--- config.mk ---
export PLATFORM = sky130hd
export DESIGN_NAME = smri_top
export DESIGN_NICKNAME = d
export VERILOG_FILES = /design/src/core/smri_filter.v /design/src/core/smri_top.v
export VERILOG_INCLUDE_DIRS = /design/src /design/src/core
export SDC_FILE = /design/constraint.sdc
export NUM_CORES = 1
export LEC_CHECK = 0
export BUFFER_PORTS_ARGS = -buffer_cell sky130_fd_sc_hd__buf_2
export CAP_MARGIN = 20
export CORE_ASPECT_RATIO = 1.25
export CORE_MARGIN = 1
export CORE_UTILIZATION = 31
export CTS_BUF_LIST = sky130_fd_sc_hd__clkbuf_4
export DETAILED_ROUTE_END_ITERATION = 16
export MAX_ROUTING_LAYER = met4
export PLACE_DENSITY = 0.53
export SLEW_MARGIN = 20
export SYNTH_ARGS = -nofsm -noshare
export SYNTH_HDL_FRONTEND = slang
export SYNTH_SLANG_ARGS = --single-unit
--- constraint.sdc ---
create_clock -name aclk -period 3.1 [get_ports aclk]
set_clock_uncertainty 0.05 [all_clocks]
set_input_delay 0.31 -clock aclk [delete_from_list [all_inputs] [get_ports aclk]]
set_output_delay 0.31 -clock aclk [all_outputs]
set_load 0.01 [all_outputs]
--- src/core/smri_defs.vh ---
// constants for the supply monitor reset and interrupt block
`ifndef SMRI_DEFS_VH
`define SMRI_DEFS_VH

// ----------------------------------------------------------------------
// register byte offsets
// ----------------------------------------------------------------------
`define SMRI_ADDR_CTRL 8'h00
`define SMRI_ADDR_DELAY 8'h04
`define SMRI_ADDR_OV 8'h08
`define SMRI_ADDR_UV 8'h0c
`define SMRI_ADDR_STG 8'h10
`define SMRI_ADDR_FAULT 8'h14
`define SMRI_ADDR_SYS 8'h18
`define SMRI_ADDR_STAT 8'h1c

// ----------------------------------------------------------------------
// supply bit positions in ov, uv and stg flag words
// ----------------------------------------------------------------------
`define SMRI_B_STBY 0
`define SMRI_B_MCU 1
`define SMRI_B_CORE 2
`define SMRI_B_REF 3
`define SMRI_B_PRE 4
`define SMRI_B_COMM 5
`define SMRI_B_SENA 6
`define SMRI_B_SENB 7
`define SMRI_NSUP 8

// fault word: 0 bias high, 1 bias low, 2 supply ov, 3 bandgap, 4 overload
`define SMRI_F_BHI 0
`define SMRI_F_BLO 1
`define SMRI_F_SOV 2
`define SMRI_F_BG 3
`define SMRI_F_OVL 4
`define SMRI_F_INT 5
// sys word: 0 ot fail, 1 ot warn, 2 safe state, 3 init error
`define SMRI_S_OTF 0
`define SMRI_S_OTW 1
`define SMRI_S_SAFE 2
`define SMRI_S_INIT 3

// ----------------------------------------------------------------------
// reset values and timing
// ----------------------------------------------------------------------
`define SMRI_DELAY_DEF 11'h3e8
`define SMRI_DELAY_MIN 11'h014
`define SMRI_DELAY_MAX 11'h5dc
`define SMRI_CLK_MHZ 125
`define SMRI_CYCLE_US 10
`define SMRI_FILT_US 8
`define SMRI_FILT_STBY_US 8
`define SMRI_STG_US 3000
`define SMRI_SDT_US 9000

`endif

--- src/core/smri_filter.v ---
// persistence filter: output high once input held high for more than limit cycles
`timescale 1ns/100ps

module smri_filter #(
    parameter WIDTH = 20
) (
    // clock and reset
    input wire aclk,
    input wire aresetn,
    // control
    input wire run,
    input wire [WIDTH-1:0] limit,
    // signal
    input wire level_in,
    output reg level_out
);

reg [WIDTH-1:0] count;

always @(posedge aclk) begin
    if (!aresetn || !run || !level_in) begin
        count <= {WIDTH{1'b0}};
        level_out <= 1'b0;
    end else if (count >= limit) begin
        level_out <= 1'b1;
    end else begin
        count <= count + {{(WIDTH-1){1'b0}}, 1'b1};
    end
end

endmodule

--- src/core/smri_top.v ---
// reset and interrupt generator with axi4-lite status and control
//
// Register access over AXI4-Lite and the placing of the registers were left to the implementer.
`timescale 1ns/100ps
`include "smri_defs.vh"

module smri_top #(
    parameter CYCLE_CLKS = `SMRI_CYCLE_US * `SMRI_CLK_MHZ,
    parameter FILT_CLKS = `SMRI_FILT_US * `SMRI_CLK_MHZ,
    parameter FILT_STBY_CLKS = `SMRI_FILT_STBY_US * `SMRI_CLK_MHZ,
    parameter STG_CLKS = `SMRI_STG_US * `SMRI_CLK_MHZ,
    parameter SDT_CLKS = `SMRI_SDT_US * `SMRI_CLK_MHZ
) (
    // clock and reset
    input wire aclk,
    input wire aresetn,
    // internal power-on reset, high while held
    input wire por_active,
    // comparator verdicts, one bit per supply
    input wire [7:0] ov_raw,
    input wire [7:0] uv_raw,
    // other device events
    input wire bias_high,
    input wire bias_low,
    input wire internal_supply_fault,
    input wire supply_ov,
    input wire bandgap_mismatch,
    input wire overload,
    input wire overtemp_warning,
    input wire overtemp_shutdown,
    input wire safe_state_trigger,
    input wire soft_reset_req,
    input wire init_timeout,
    // reset pin, open drain
    input wire reset_out_n_in,
    output reg reset_out_n,
    output reg reset_out_oe_n,
    // interrupt and safe state
    output reg int_out_n,
    output reg safe_state_out_a,
    output reg safe_state_out_b,
    // regulator control
    output reg post_reg_off,
    output reg powerdown_req,
    // axi4-lite slave
    input wire [7:0] s_axi_awaddr,
    input wire s_axi_awvalid,
    output reg s_axi_awready,
    input wire [31:0] s_axi_wdata,
    input wire [3:0] s_axi_wstrb,
    input wire s_axi_wvalid,
    output reg s_axi_wready,
    output reg [1:0] s_axi_bresp,
    output reg s_axi_bvalid,
    input wire s_axi_bready,
    input wire [7:0] s_axi_araddr,
    input wire s_axi_arvalid,
    output reg s_axi_arready,
    output reg [31:0] s_axi_rdata,
    output reg [1:0] s_axi_rresp,
    output reg s_axi_rvalid,
    input wire s_axi_rready
);

// ----------------------------------------------------------------------
// filters
// ----------------------------------------------------------------------
localparam [7:0] RESET_OV_MASK = 8'h1f;
localparam [7:0] RESET_UV_MASK = 8'h07;
localparam [7:0] INT_OV_MASK = 8'he0;
localparam [7:0] INT_UV_MASK = 8'hf8;
// reference short to ground is flagged and raises the interrupt
localparam [7:0] STG_MASK = 8'hef;
localparam [23:0] FILT_L = FILT_CLKS[23:0];
localparam [23:0] FILT_S = FILT_STBY_CLKS[23:0];
localparam [23:0] STG_L = STG_CLKS[23:0];

wire run = !por_active;
wire [7:0] ov_det;
wire [7:0] uv_det;
wire [7:0] stg_det;

genvar gi;
generate
    for (gi = 0; gi < `SMRI_NSUP; gi = gi + 1) begin : g_sup
        // spikes shorter than the filter never reach a flag
        smri_filter #(.WIDTH(24)) u_ov (
            .aclk(aclk), .aresetn(aresetn), .run(run),
            .limit(gi == `SMRI_B_STBY ? FILT_S : FILT_L),
            .level_in(ov_raw[gi]), .level_out(ov_det[gi])
        );
        smri_filter #(.WIDTH(24)) u_uv (
            .aclk(aclk), .aresetn(aresetn), .run(run),
            .limit(gi == `SMRI_B_STBY ? FILT_S : FILT_L),
            .level_in(uv_raw[gi]), .level_out(uv_det[gi])
        );
        smri_filter #(.WIDTH(24)) u_stg (
            .aclk(aclk), .aresetn(aresetn), .run(run), .limit(STG_L),
            .level_in(uv_raw[gi] & STG_MASK[gi]), .level_out(stg_det[gi])
        );
    end
endgenerate

// ----------------------------------------------------------------------
// sticky flags and control registers
// ----------------------------------------------------------------------
reg [7:0] ov_flags;
reg [7:0] uv_flags;
reg [7:0] stg_flags;
reg [5:0] fault_flags;
reg [3:0] sys_flags;
reg [10:0] delay_cycles;
reg wr_go;
reg [7:0] wr_addr;
reg [31:0] wr_data;
reg [3:0] wr_strb;

wire [5:0] fault_set = {internal_supply_fault, overload, bandgap_mismatch,
    supply_ov, bias_low, bias_high} & {6{run}};
wire [3:0] sys_set = {init_timeout, safe_state_trigger, overtemp_warning,
    overtemp_shutdown} & {4{run}};

// write one to clear; a set in the same cycle wins
function [7:0] sticky8;
    input [7:0] cur;
    input [7:0] set;
    input clr_en;
    input [7:0] clr;
    begin
        sticky8 = (cur & ~(clr_en ? clr : 8'h00)) | set;
    end
endfunction

wire wr_lane0 = wr_go && wr_strb[0];
wire [7:0] next_fault = sticky8({2'b00, fault_flags}, {2'b00, fault_set},
    wr_lane0 && wr_addr == `SMRI_ADDR_FAULT, wr_data[7:0]);
wire [7:0] next_sys = sticky8({4'h0, sys_flags}, {4'h0, sys_set},
    wr_lane0 && wr_addr == `SMRI_ADDR_SYS, wr_data[7:0]);
wire [7:0] next_delay_raw = wr_data[7:0];
wire [10:0] wr_delay = {wr_data[10:8], next_delay_raw};
wire [10:0] next_delay = (wr_delay < `SMRI_DELAY_MIN) ? `SMRI_DELAY_MIN :
    (wr_delay > `SMRI_DELAY_MAX) ? `SMRI_DELAY_MAX : wr_delay;

always @(posedge aclk) begin
    if (!aresetn) begin
        ov_flags <= 8'h00;
        uv_flags <= 8'h00;
        stg_flags <= 8'h00;
        fault_flags <= 6'h00;
        sys_flags <= 4'h0;
        delay_cycles <= `SMRI_DELAY_DEF;
    end else begin
        ov_flags <= sticky8(ov_flags, ov_det,
            wr_lane0 && wr_addr == `SMRI_ADDR_OV, wr_data[7:0]);
        uv_flags <= sticky8(uv_flags, uv_det,
            wr_lane0 && wr_addr == `SMRI_ADDR_UV, wr_data[7:0]);
        stg_flags <= sticky8(stg_flags, stg_det,
            wr_lane0 && wr_addr == `SMRI_ADDR_STG, wr_data[7:0]);
        fault_flags <= next_fault[5:0];
        sys_flags <= next_sys[3:0];
        if (wr_go && wr_addr == `SMRI_ADDR_DELAY && wr_strb[1:0] == 2'b11) begin
            delay_cycles <= next_delay;
        end
    end
end

// ----------------------------------------------------------------------
// reset generator
// ----------------------------------------------------------------------
localparam ST_IDLE = 2'd0;
localparam ST_ASSERT = 2'd1;
localparam ST_HOLD = 2'd2;
localparam ST_SHUT = 2'd3;

reg [1:0] state;
reg [23:0] tick;
reg [10:0] cyc_cnt;
reg second_timeout;

wire cause = run && (|(ov_det & RESET_OV_MASK) || |(uv_det & RESET_UV_MASK)
    || bias_high || bias_low || internal_supply_fault || supply_ov
    || overtemp_shutdown || safe_state_trigger || soft_reset_req);
wire hard_req = run && init_timeout && second_timeout;
wire [23:0] cyc_l = CYCLE_CLKS[23:0];
wire [23:0] sdt_l = SDT_CLKS[23:0];

always @(posedge aclk) begin
    if (!aresetn) begin
        state <= ST_IDLE;
        tick <= 24'h000000;
        cyc_cnt <= 11'h000;
        second_timeout <= 1'b0;
        post_reg_off <= 1'b0;
    end else begin
        if (run && init_timeout) begin
            second_timeout <= 1'b1;
        end
        case (state)
            ST_IDLE: begin
                tick <= 24'h000000;
                cyc_cnt <= 11'h000;
                if (hard_req) begin
                    state <= ST_SHUT;
                    post_reg_off <= 1'b1;
                end else if (cause) begin
                    state <= ST_ASSERT;
                end
            end
            ST_ASSERT: begin
                tick <= 24'h000000;
                cyc_cnt <= 11'h000;
                if (hard_req) begin
                    state <= ST_SHUT;
                    post_reg_off <= 1'b1;
                end else if (!cause) begin
                    state <= ST_HOLD;
                end
            end
            ST_HOLD: begin
                if (hard_req) begin
                    state <= ST_SHUT;
                    post_reg_off <= 1'b1;
                end else if (cause) begin
                    state <= ST_ASSERT;
                end else if (tick >= cyc_l - 24'h000001) begin
                    tick <= 24'h000000;
                    if (cyc_cnt >= delay_cycles - 11'h001) begin
                        state <= ST_IDLE;
                    end else begin
                        cyc_cnt <= cyc_cnt + 11'h001;
                    end
                end else begin
                    tick <= tick + 24'h000001;
                end
            end
            ST_SHUT: begin
                // restart power sequencing after shutdown delay
                if (tick >= sdt_l - 24'h000001) begin
                    tick <= 24'h000000;
                    post_reg_off <= 1'b0;
                    second_timeout <= 1'b0;
                    state <= ST_HOLD;
                end else begin
                    tick <= tick + 24'h000001;
                end
            end
            default: state <= ST_IDLE;
        endcase
    end
end

// ----------------------------------------------------------------------
// pins
// ----------------------------------------------------------------------
wire int_cause = run && (|(ov_det & INT_OV_MASK) || |(uv_det & INT_UV_MASK)
    || |(stg_det & INT_UV_MASK & STG_MASK) || bandgap_mismatch || overload
    || overtemp_warning || overtemp_shutdown);

always @(posedge aclk) begin
    if (!aresetn) begin
        reset_out_n <= 1'b0;
        reset_out_oe_n <= 1'b1;
        int_out_n <= 1'b1;
        safe_state_out_a <= 1'b1;
        safe_state_out_b <= 1'b1;
        powerdown_req <= 1'b0;
    end else begin
        // drive low or release to the pull-up
        reset_out_oe_n <= !(run && (state != ST_IDLE || cause || hard_req));
        reset_out_n <= 1'b0;
        int_out_n <= !int_cause;
        safe_state_out_a <= !(run && safe_state_trigger);
        safe_state_out_b <= !(run && safe_state_trigger);
        powerdown_req <= run && internal_supply_fault;
    end
end

// ----------------------------------------------------------------------
// axi4-lite slave
// ----------------------------------------------------------------------
reg aw_have;
reg w_have;

function mapped;
    input [7:0] a;
    begin
        mapped = (a[1:0] == 2'b00) && (a <= `SMRI_ADDR_STAT);
    end
endfunction

always @(posedge aclk) begin
    if (!aresetn) begin
        s_axi_awready <= 1'b1;
        s_axi_wready <= 1'b1;
        s_axi_bvalid <= 1'b0;
        s_axi_bresp <= 2'b00;
        aw_have <= 1'b0;
        w_have <= 1'b0;
        wr_go <= 1'b0;
        wr_addr <= 8'h00;
        wr_data <= 32'h00000000;
        wr_strb <= 4'h0;
    end else begin
        wr_go <= 1'b0;
        if (s_axi_awvalid && s_axi_awready) begin
            wr_addr <= s_axi_awaddr;
            aw_have <= 1'b1;
            s_axi_awready <= 1'b0;
        end
        if (s_axi_wvalid && s_axi_wready) begin
            wr_data <= s_axi_wdata;
            wr_strb <= s_axi_wstrb;
            w_have <= 1'b1;
            s_axi_wready <= 1'b0;
        end
        if (aw_have && w_have && !s_axi_bvalid) begin
            wr_go <= mapped(wr_addr);
            s_axi_bresp <= mapped(wr_addr) ? 2'b00 : 2'b10;
            s_axi_bvalid <= 1'b1;
            aw_have <= 1'b0;
            w_have <= 1'b0;
        end
        if (s_axi_bvalid && s_axi_bready) begin
            s_axi_bvalid <= 1'b0;
            s_axi_awready <= 1'b1;
            s_axi_wready <= 1'b1;
        end
    end
end

always @(posedge aclk) begin
    if (!aresetn) begin
        s_axi_arready <= 1'b1;
        s_axi_rvalid <= 1'b0;
        s_axi_rdata <= 32'h00000000;
        s_axi_rresp <= 2'b00;
    end else begin
        if (s_axi_arvalid && s_axi_arready) begin
            s_axi_arready <= 1'b0;
            s_axi_rvalid <= 1'b1;
            s_axi_rresp <= mapped(s_axi_araddr) ? 2'b00 : 2'b10;
            case (s_axi_araddr)
                `SMRI_ADDR_CTRL: s_axi_rdata <= {31'h0, second_timeout};
                `SMRI_ADDR_DELAY: s_axi_rdata <= {21'h0, delay_cycles};
                `SMRI_ADDR_OV: s_axi_rdata <= {24'h0, ov_flags};
                `SMRI_ADDR_UV: s_axi_rdata <= {24'h0, uv_flags};
                `SMRI_ADDR_STG: s_axi_rdata <= {24'h0, stg_flags};
                `SMRI_ADDR_FAULT: s_axi_rdata <= {26'h0, fault_flags};
                `SMRI_ADDR_SYS: s_axi_rdata <= {28'h0, sys_flags};
                `SMRI_ADDR_STAT: s_axi_rdata <= {25'h0, reset_out_n_in,
                    post_reg_off, !int_out_n, state, run, cause};
                default: s_axi_rdata <= 32'h00000000;
            endcase
        end else if (s_axi_rvalid && s_axi_rready) begin
            s_axi_rvalid <= 1'b0;
            s_axi_arready <= 1'b1;
        end
    end
end

endmodule

Word level (Yosys, flattened, before mapping). Index checks and enable logic that the tools add are counted.

Logic and storage cells: 317. Output and inout port bits: 48. Input port bits: 88. Register bits after elaboration: 728.

Magnitude comparators: 30. Multiplexer cells: 40. Eq/ne operators: 27. $add $sub $neg: 26. Bitwise operators: 18. Reductions and logical operators: 101.

Operators by type and width (count): 24-bit by 1-bit adder with 24-bit output (second input constant) (24); 24-bit by 10-bit greater-or-equal comparator with 1-bit output (second input constant) (16); 24-bit by 19-bit greater-or-equal comparator with 1-bit output (second input constant) (7); 24-bit two-way mux (4); 11-bit one-hot mux with 8 select lines (1); 24-bit one-hot mux with 3 select lines (1); 11-bit two-way mux (6); 8-bit by 5-bit equality test with 1-bit output (second input constant) (7); 1-bit logical OR (33); 8-bit by 4-bit equality test with 1-bit output (second input constant) (4); 8-bit bitwise AND (3); 24-bit by 11-bit greater-or-equal comparator with 1-bit output (second input constant) (1); 24-bit by 21-bit greater-or-equal comparator with 1-bit output (second input constant) (1); 1-bit logical AND (24); 8-bit two-way mux (3); 8-bit inverter (3); 8-bit OR (3); 1-bit logical NOT (23); 2-bit two-way mux (11); 11-bit one-hot mux with 2 select lines (1); 8-bit by 3-bit equality test with 1-bit output (second input constant) (2); 8-bit by 5-bit <= comparator with 1-bit output (second input constant) (2); 6-bit bitwise AND (2); 11-bit by 1-bit adder with 11-bit output (second input constant) (1); 30 further kinds (59).

Depth between registers and ports, before layout.
Word-level depth: 14. Gate-level depth with buffers: 15. Mapped depth without buffers: 13.

Hierarchy. From an unflattened synthesis, not the netlist that was laid out.

Cells, all modules: 6027. Area, all modules: 51265.4 µm².

Modules (own cells, without submodules): smri_filter (times used 24, seq. area each 500.5 µm², area an instance 1864.3 µm², cells each 217); smri_top (times used 1, seq. area each 2602.5 µm², area an instance 6522.5 µm², cells each 819).

Least setup slack after synthesis. No wires, ideal clock.

Path type: flip-flop to flip-flop. Start: register delay_cycles[2]. End: register cyc_cnt[8]. Arrival: 2.909 ns. Stages on the path, launching flop included: 14. Setup slack: 0.070 ns. Required time: 2.979 ns. Clock period less this slack: 3.030 ns. Path through: dfxtp_1 nor4_1 nand2_1 nor4_1 xnor2_1 ha_1 a21o_1 a211oi_1 o2111ai_1 a21oi_2 nor2_2 buf_6 or4_1 a21oi_1.

Longest elaborated chain between the ends: 4.

RTL lines: start: declaration (RTL line smri_top.v:112) `reg [10:0] delay_cycles;`; start signal: assignment (RTL line smri_top.v:151) `` delay_cycles <= `SMRI_DELAY_DEF; ``; start signal: assignment (RTL line smri_top.v:162) `delay_cycles <= next_delay;`; 11-bit by 1-bit subtractor with 11-bit output (RTL line smri_top.v:227) `if (cyc_cnt >= delay_cycles - 11'h001) begin`; 11-bit greater-or-equal comparator (RTL line smri_top.v:227); 2-bit inequality test (no source line); 5-bit AND reduction (no source line); end signal: assignment (RTL line smri_top.v:230) `cyc_cnt <= cyc_cnt + 11'h001;`; end: declaration (RTL line smri_top.v:177) `reg [10:0] cyc_cnt;`.

No other way between the ends. A chain may end at the register's enable or synchronous reset.

Worst setup path in the final report.
Start: register delay_cycles[5]. End: register cyc_cnt[3].

Same word-level chain as after synthesis.

==> run summary <==
Placed Instance Area: 29400 um^2
Ys Warns: 0
CTS tree: built
Final instance area: 33100 um^2
Yosys reg bits: 705
DRC Markers: 0
Rel. slew slack: 43.2%
Top cells by count, synth: 705 x dfxtp_1, 450 x nor2_1, 328 x and3_1, 242 x nand2_1, 144 x a21oi_1
Ys async rst share: 0%
Layout Area Growth over Synthesis: 19.0%
Cells after DPL: 4262
Final setup viols: 0
Post-synth EDFFs: 0
Startpoint Class: flip-flop
FP Rows: 122
Critical path class: flip-flop to flip-flop
Worst Path Arrival: 3.90 ns
Mapped Cells: 3094
Initial Util: 31.3%
Most used cell, CP: a21oi_2
Die extent in x: 270 um
Fmax: 327 MHz
ANT nets after route: 0
Synth top area share: 50.8%
Largest buffer count on any clock path: 3
Worst path slowest cell: or3_4
Cell family with most CP delay: simple AND/OR/NAND/NOR gates
Worst Setup End Kind: flip-flop
PwrDens: 524 nW/um^2
Synth area leader: dfxtp_1
Fin crit share: 98.6%
All-Layer GR Usage: 14.3%
Port bufs: 88
Cell variety after synth: 78
Via density: 4.69
Area contributors post-synth: dfxtp_1 51%, and3_1 7.4%, nor2_1 6.1%
CTS root buf: clkbuf_4
Reg2reg path depth: 14
TritonCTS Buffers: 175
TNS Setup: 0 ns
Final Wtd Congestion: 0.847
Hold_ws: 0.141 ns
Critical path's largest stage delay: 0.37 ns
Final #Nets: 3550
Number of global-route vias before repair: 21400
Core area: 88700 um^2
Wire per inst: 13.3 um
Most frequent cell after synthesis: dfxtp_1
Worst-Skew Late Latency: 1.02 ns
Slew @ Worst Pin: 0.849 ns
Sequential fraction of the synthesis area: 50.8%
Crit Path Max Fanout: 9
Primary FF master, synth: dfxtp_1
Total wire length: 63.0 mm
Final cell count without fillers: 4718
Critical-path cell list: nor4_2, buf_4, nand2_4, nor4_4, xnor2_1, ha_1, a21o_1, a211oi_2, o2111ai_1, a21oi_2, nor2_4, buf_6, or3_4, a21oi_2
Worst hold path class: input port to flip-flop
Ports: 136
Final hold vios: 0
Die Span Y: 337 um
Hold Crit Depth: 4
Crit path required time: 3.95 ns
Minimum clock period: 3.06 ns
Maxcap violations: 0
Detailed placement HPWL: 40.4 mm
Worst-path clk slew: 0.07 ns
Die area: 90900 um^2
Worst Path Buf+Inv: 2
P_leak: 13.2 nW
Crit path depth: 14
Final number of max-transition violations: 0
Share of cells above drive strength 1: 12.4%
GRT Residual Overflow: 0
CTS H-tree depth: 4
Largest net degree at the start of global routing: 58
Status: finished, final reports clean
Initial antenna violation count: 9
Synthesized area per cell: 8.98 um^2
DR vias: 22100
Worst IR drop on VDD: 0.357 mV
Initial DRC count: 1338
Sink Count: 705
RSZ-0062 raised after global routing: yes
Mapped Area: 27800 um^2
First-pass GRT wire length: 105 mm
Pre-antenna DRT Iters: 7
-- cells in the final DEF, fill, tap and decap left out, types with 8 or more instances in the layout --
master	n
xor2_1	120
xnor2_1	117
inv_1	89
nor2_1	448
buf_2	89
a21oi_1	142
nand4_1	79
dlygate4sd3_1	136
conb_1	24
and3_1	328
o21ai_0	70
nand3_1	91
clkinv_1	47
a22oi_1	19
nand2_1	241
diode_2	9
a211oi_1	8
buf_4	43
a31oi_1	32
ha_1	62
dfxtp_1	704
a41oi_1	8
and2_1	15
or3_1	34
mux2i_1	22
clkbuf_4	240
nor3_1	76
nor4_1	75
and4_1	19
-- metal layers --
layer	share of wire (%)	vias up	GRT usage, %
met3	4.4	171	3.18
met1	46	10100	16.8
met4	3.2	0	7.16
met2	46	432	23.0
li1	-	11400	-
met5	0	-	-
-- kinds of logic (layout without fill, tap and decap cells) --
| group | count (synthesis) | after routing | synth area share (%) |
|---|---|---|---|
| AOI/OAI and AO/OA | 351 | 351 | 7.80 |
| xor gates and xnor gates | 237 | 237 | 7.47 |
| adders and majority gates | 62 | 62 | 2.79 |
| buffers and inverters | 256 | 670 | 3.92 |
| DFF | 705 | 705 | 50.8 |
| muxes | 26 | 26 | 0.995 |
| other | 1 | 33 | 0.0135 |
| and+or+nand+nor | 1456 | 1456 | 26.2 |
-- stage by stage --
stage / utilization [%] / total power [mW] / setup slack, ns
2_1_floorplan: - / 9.67 / 0.0702
3_3_place_gp: 33.2 / 9.85 / 0.00353
3_5_place_dp: 33.2 / 9.85 / -0.00316
5_1_grt: 37.3 / 18.2 / -0.0835
6_report: 37.3 / 17.3 / 0.0441
4_1_cts: 37.2 / 17.7 / 0.0254
-- what timing repair did --
action / CTS / global route
pin swaps: 0 / 16
resized for setup: 3 / 15
setup buffers: 0 / 2
cloned: 0 / 1
endpoints found under the setup margin: 6 / 14
endpoints found under the hold margin: 605 / 0
hold buffers: 136 / 0
-- report_power, final --
group | internal (mW) | switching (mW)
combinational | 0.252 | 0.352
sequential | 9.11 | 0.0756
clock | 3.78 | 3.77
total | 13.1 | 4.19
-- final timing paths --
kind / to / slack, ns / from
setup / recovery: cyc_cnt[3]$_SDFFE_PN0P_ / 0.04 / delay_cycles[5]$_SDFFE_PN1P_
hold / removal: s_axi_arready$_SDFFE_PN1P_ / 0.14 / s_axi_rready
setup reg to reg: cyc_cnt[3]$_SDFFE_PN0P_ / 0.04 / delay_cycles[5]$_SDFFE_PN1P_
hold reg to reg: s_axi_rdata[9]$_SDFFE_PN0P_ / 0.40 / s_axi_rdata[9]$_SDFFE_PN0P_
-- worst min-delay path, cell delays in order --
cell and delay, ns:
dlygate4sd3_1 0.52, buf_2 0.12, a21oi_1 0.06, o21ai_0 0.14
-- flip-flops by register name (all words and copies together), names as in the netlist, 7 cells and up --
signal,count
g_sup.u_stg.count,168
tick,24
s_axi_rdata,11
stg_flags,8
g_sup.u_uv.count,192
ov_flags,8
uv_flags,8
g_sup.u_ov.count,192
g_sup.u_uv.level_out,8
wr_addr,8
wr_data,11
cyc_cnt,11
g_sup.u_stg.level_out,7
g_sup.u_ov.level_out,8
delay_cycles,11
-- cell type report --
type                       count  area [um^2]
antenna                        9         22.5
clock buffer                 240         1800
clock inverter                68          368
fill                        9083        55600
inverter                      91          342
multi-input combinational   2156        12800
sequential                   705        14100
tap                         1178         1470
timing repair buffer         271         2180
Power figures use the tool's default switching activity.
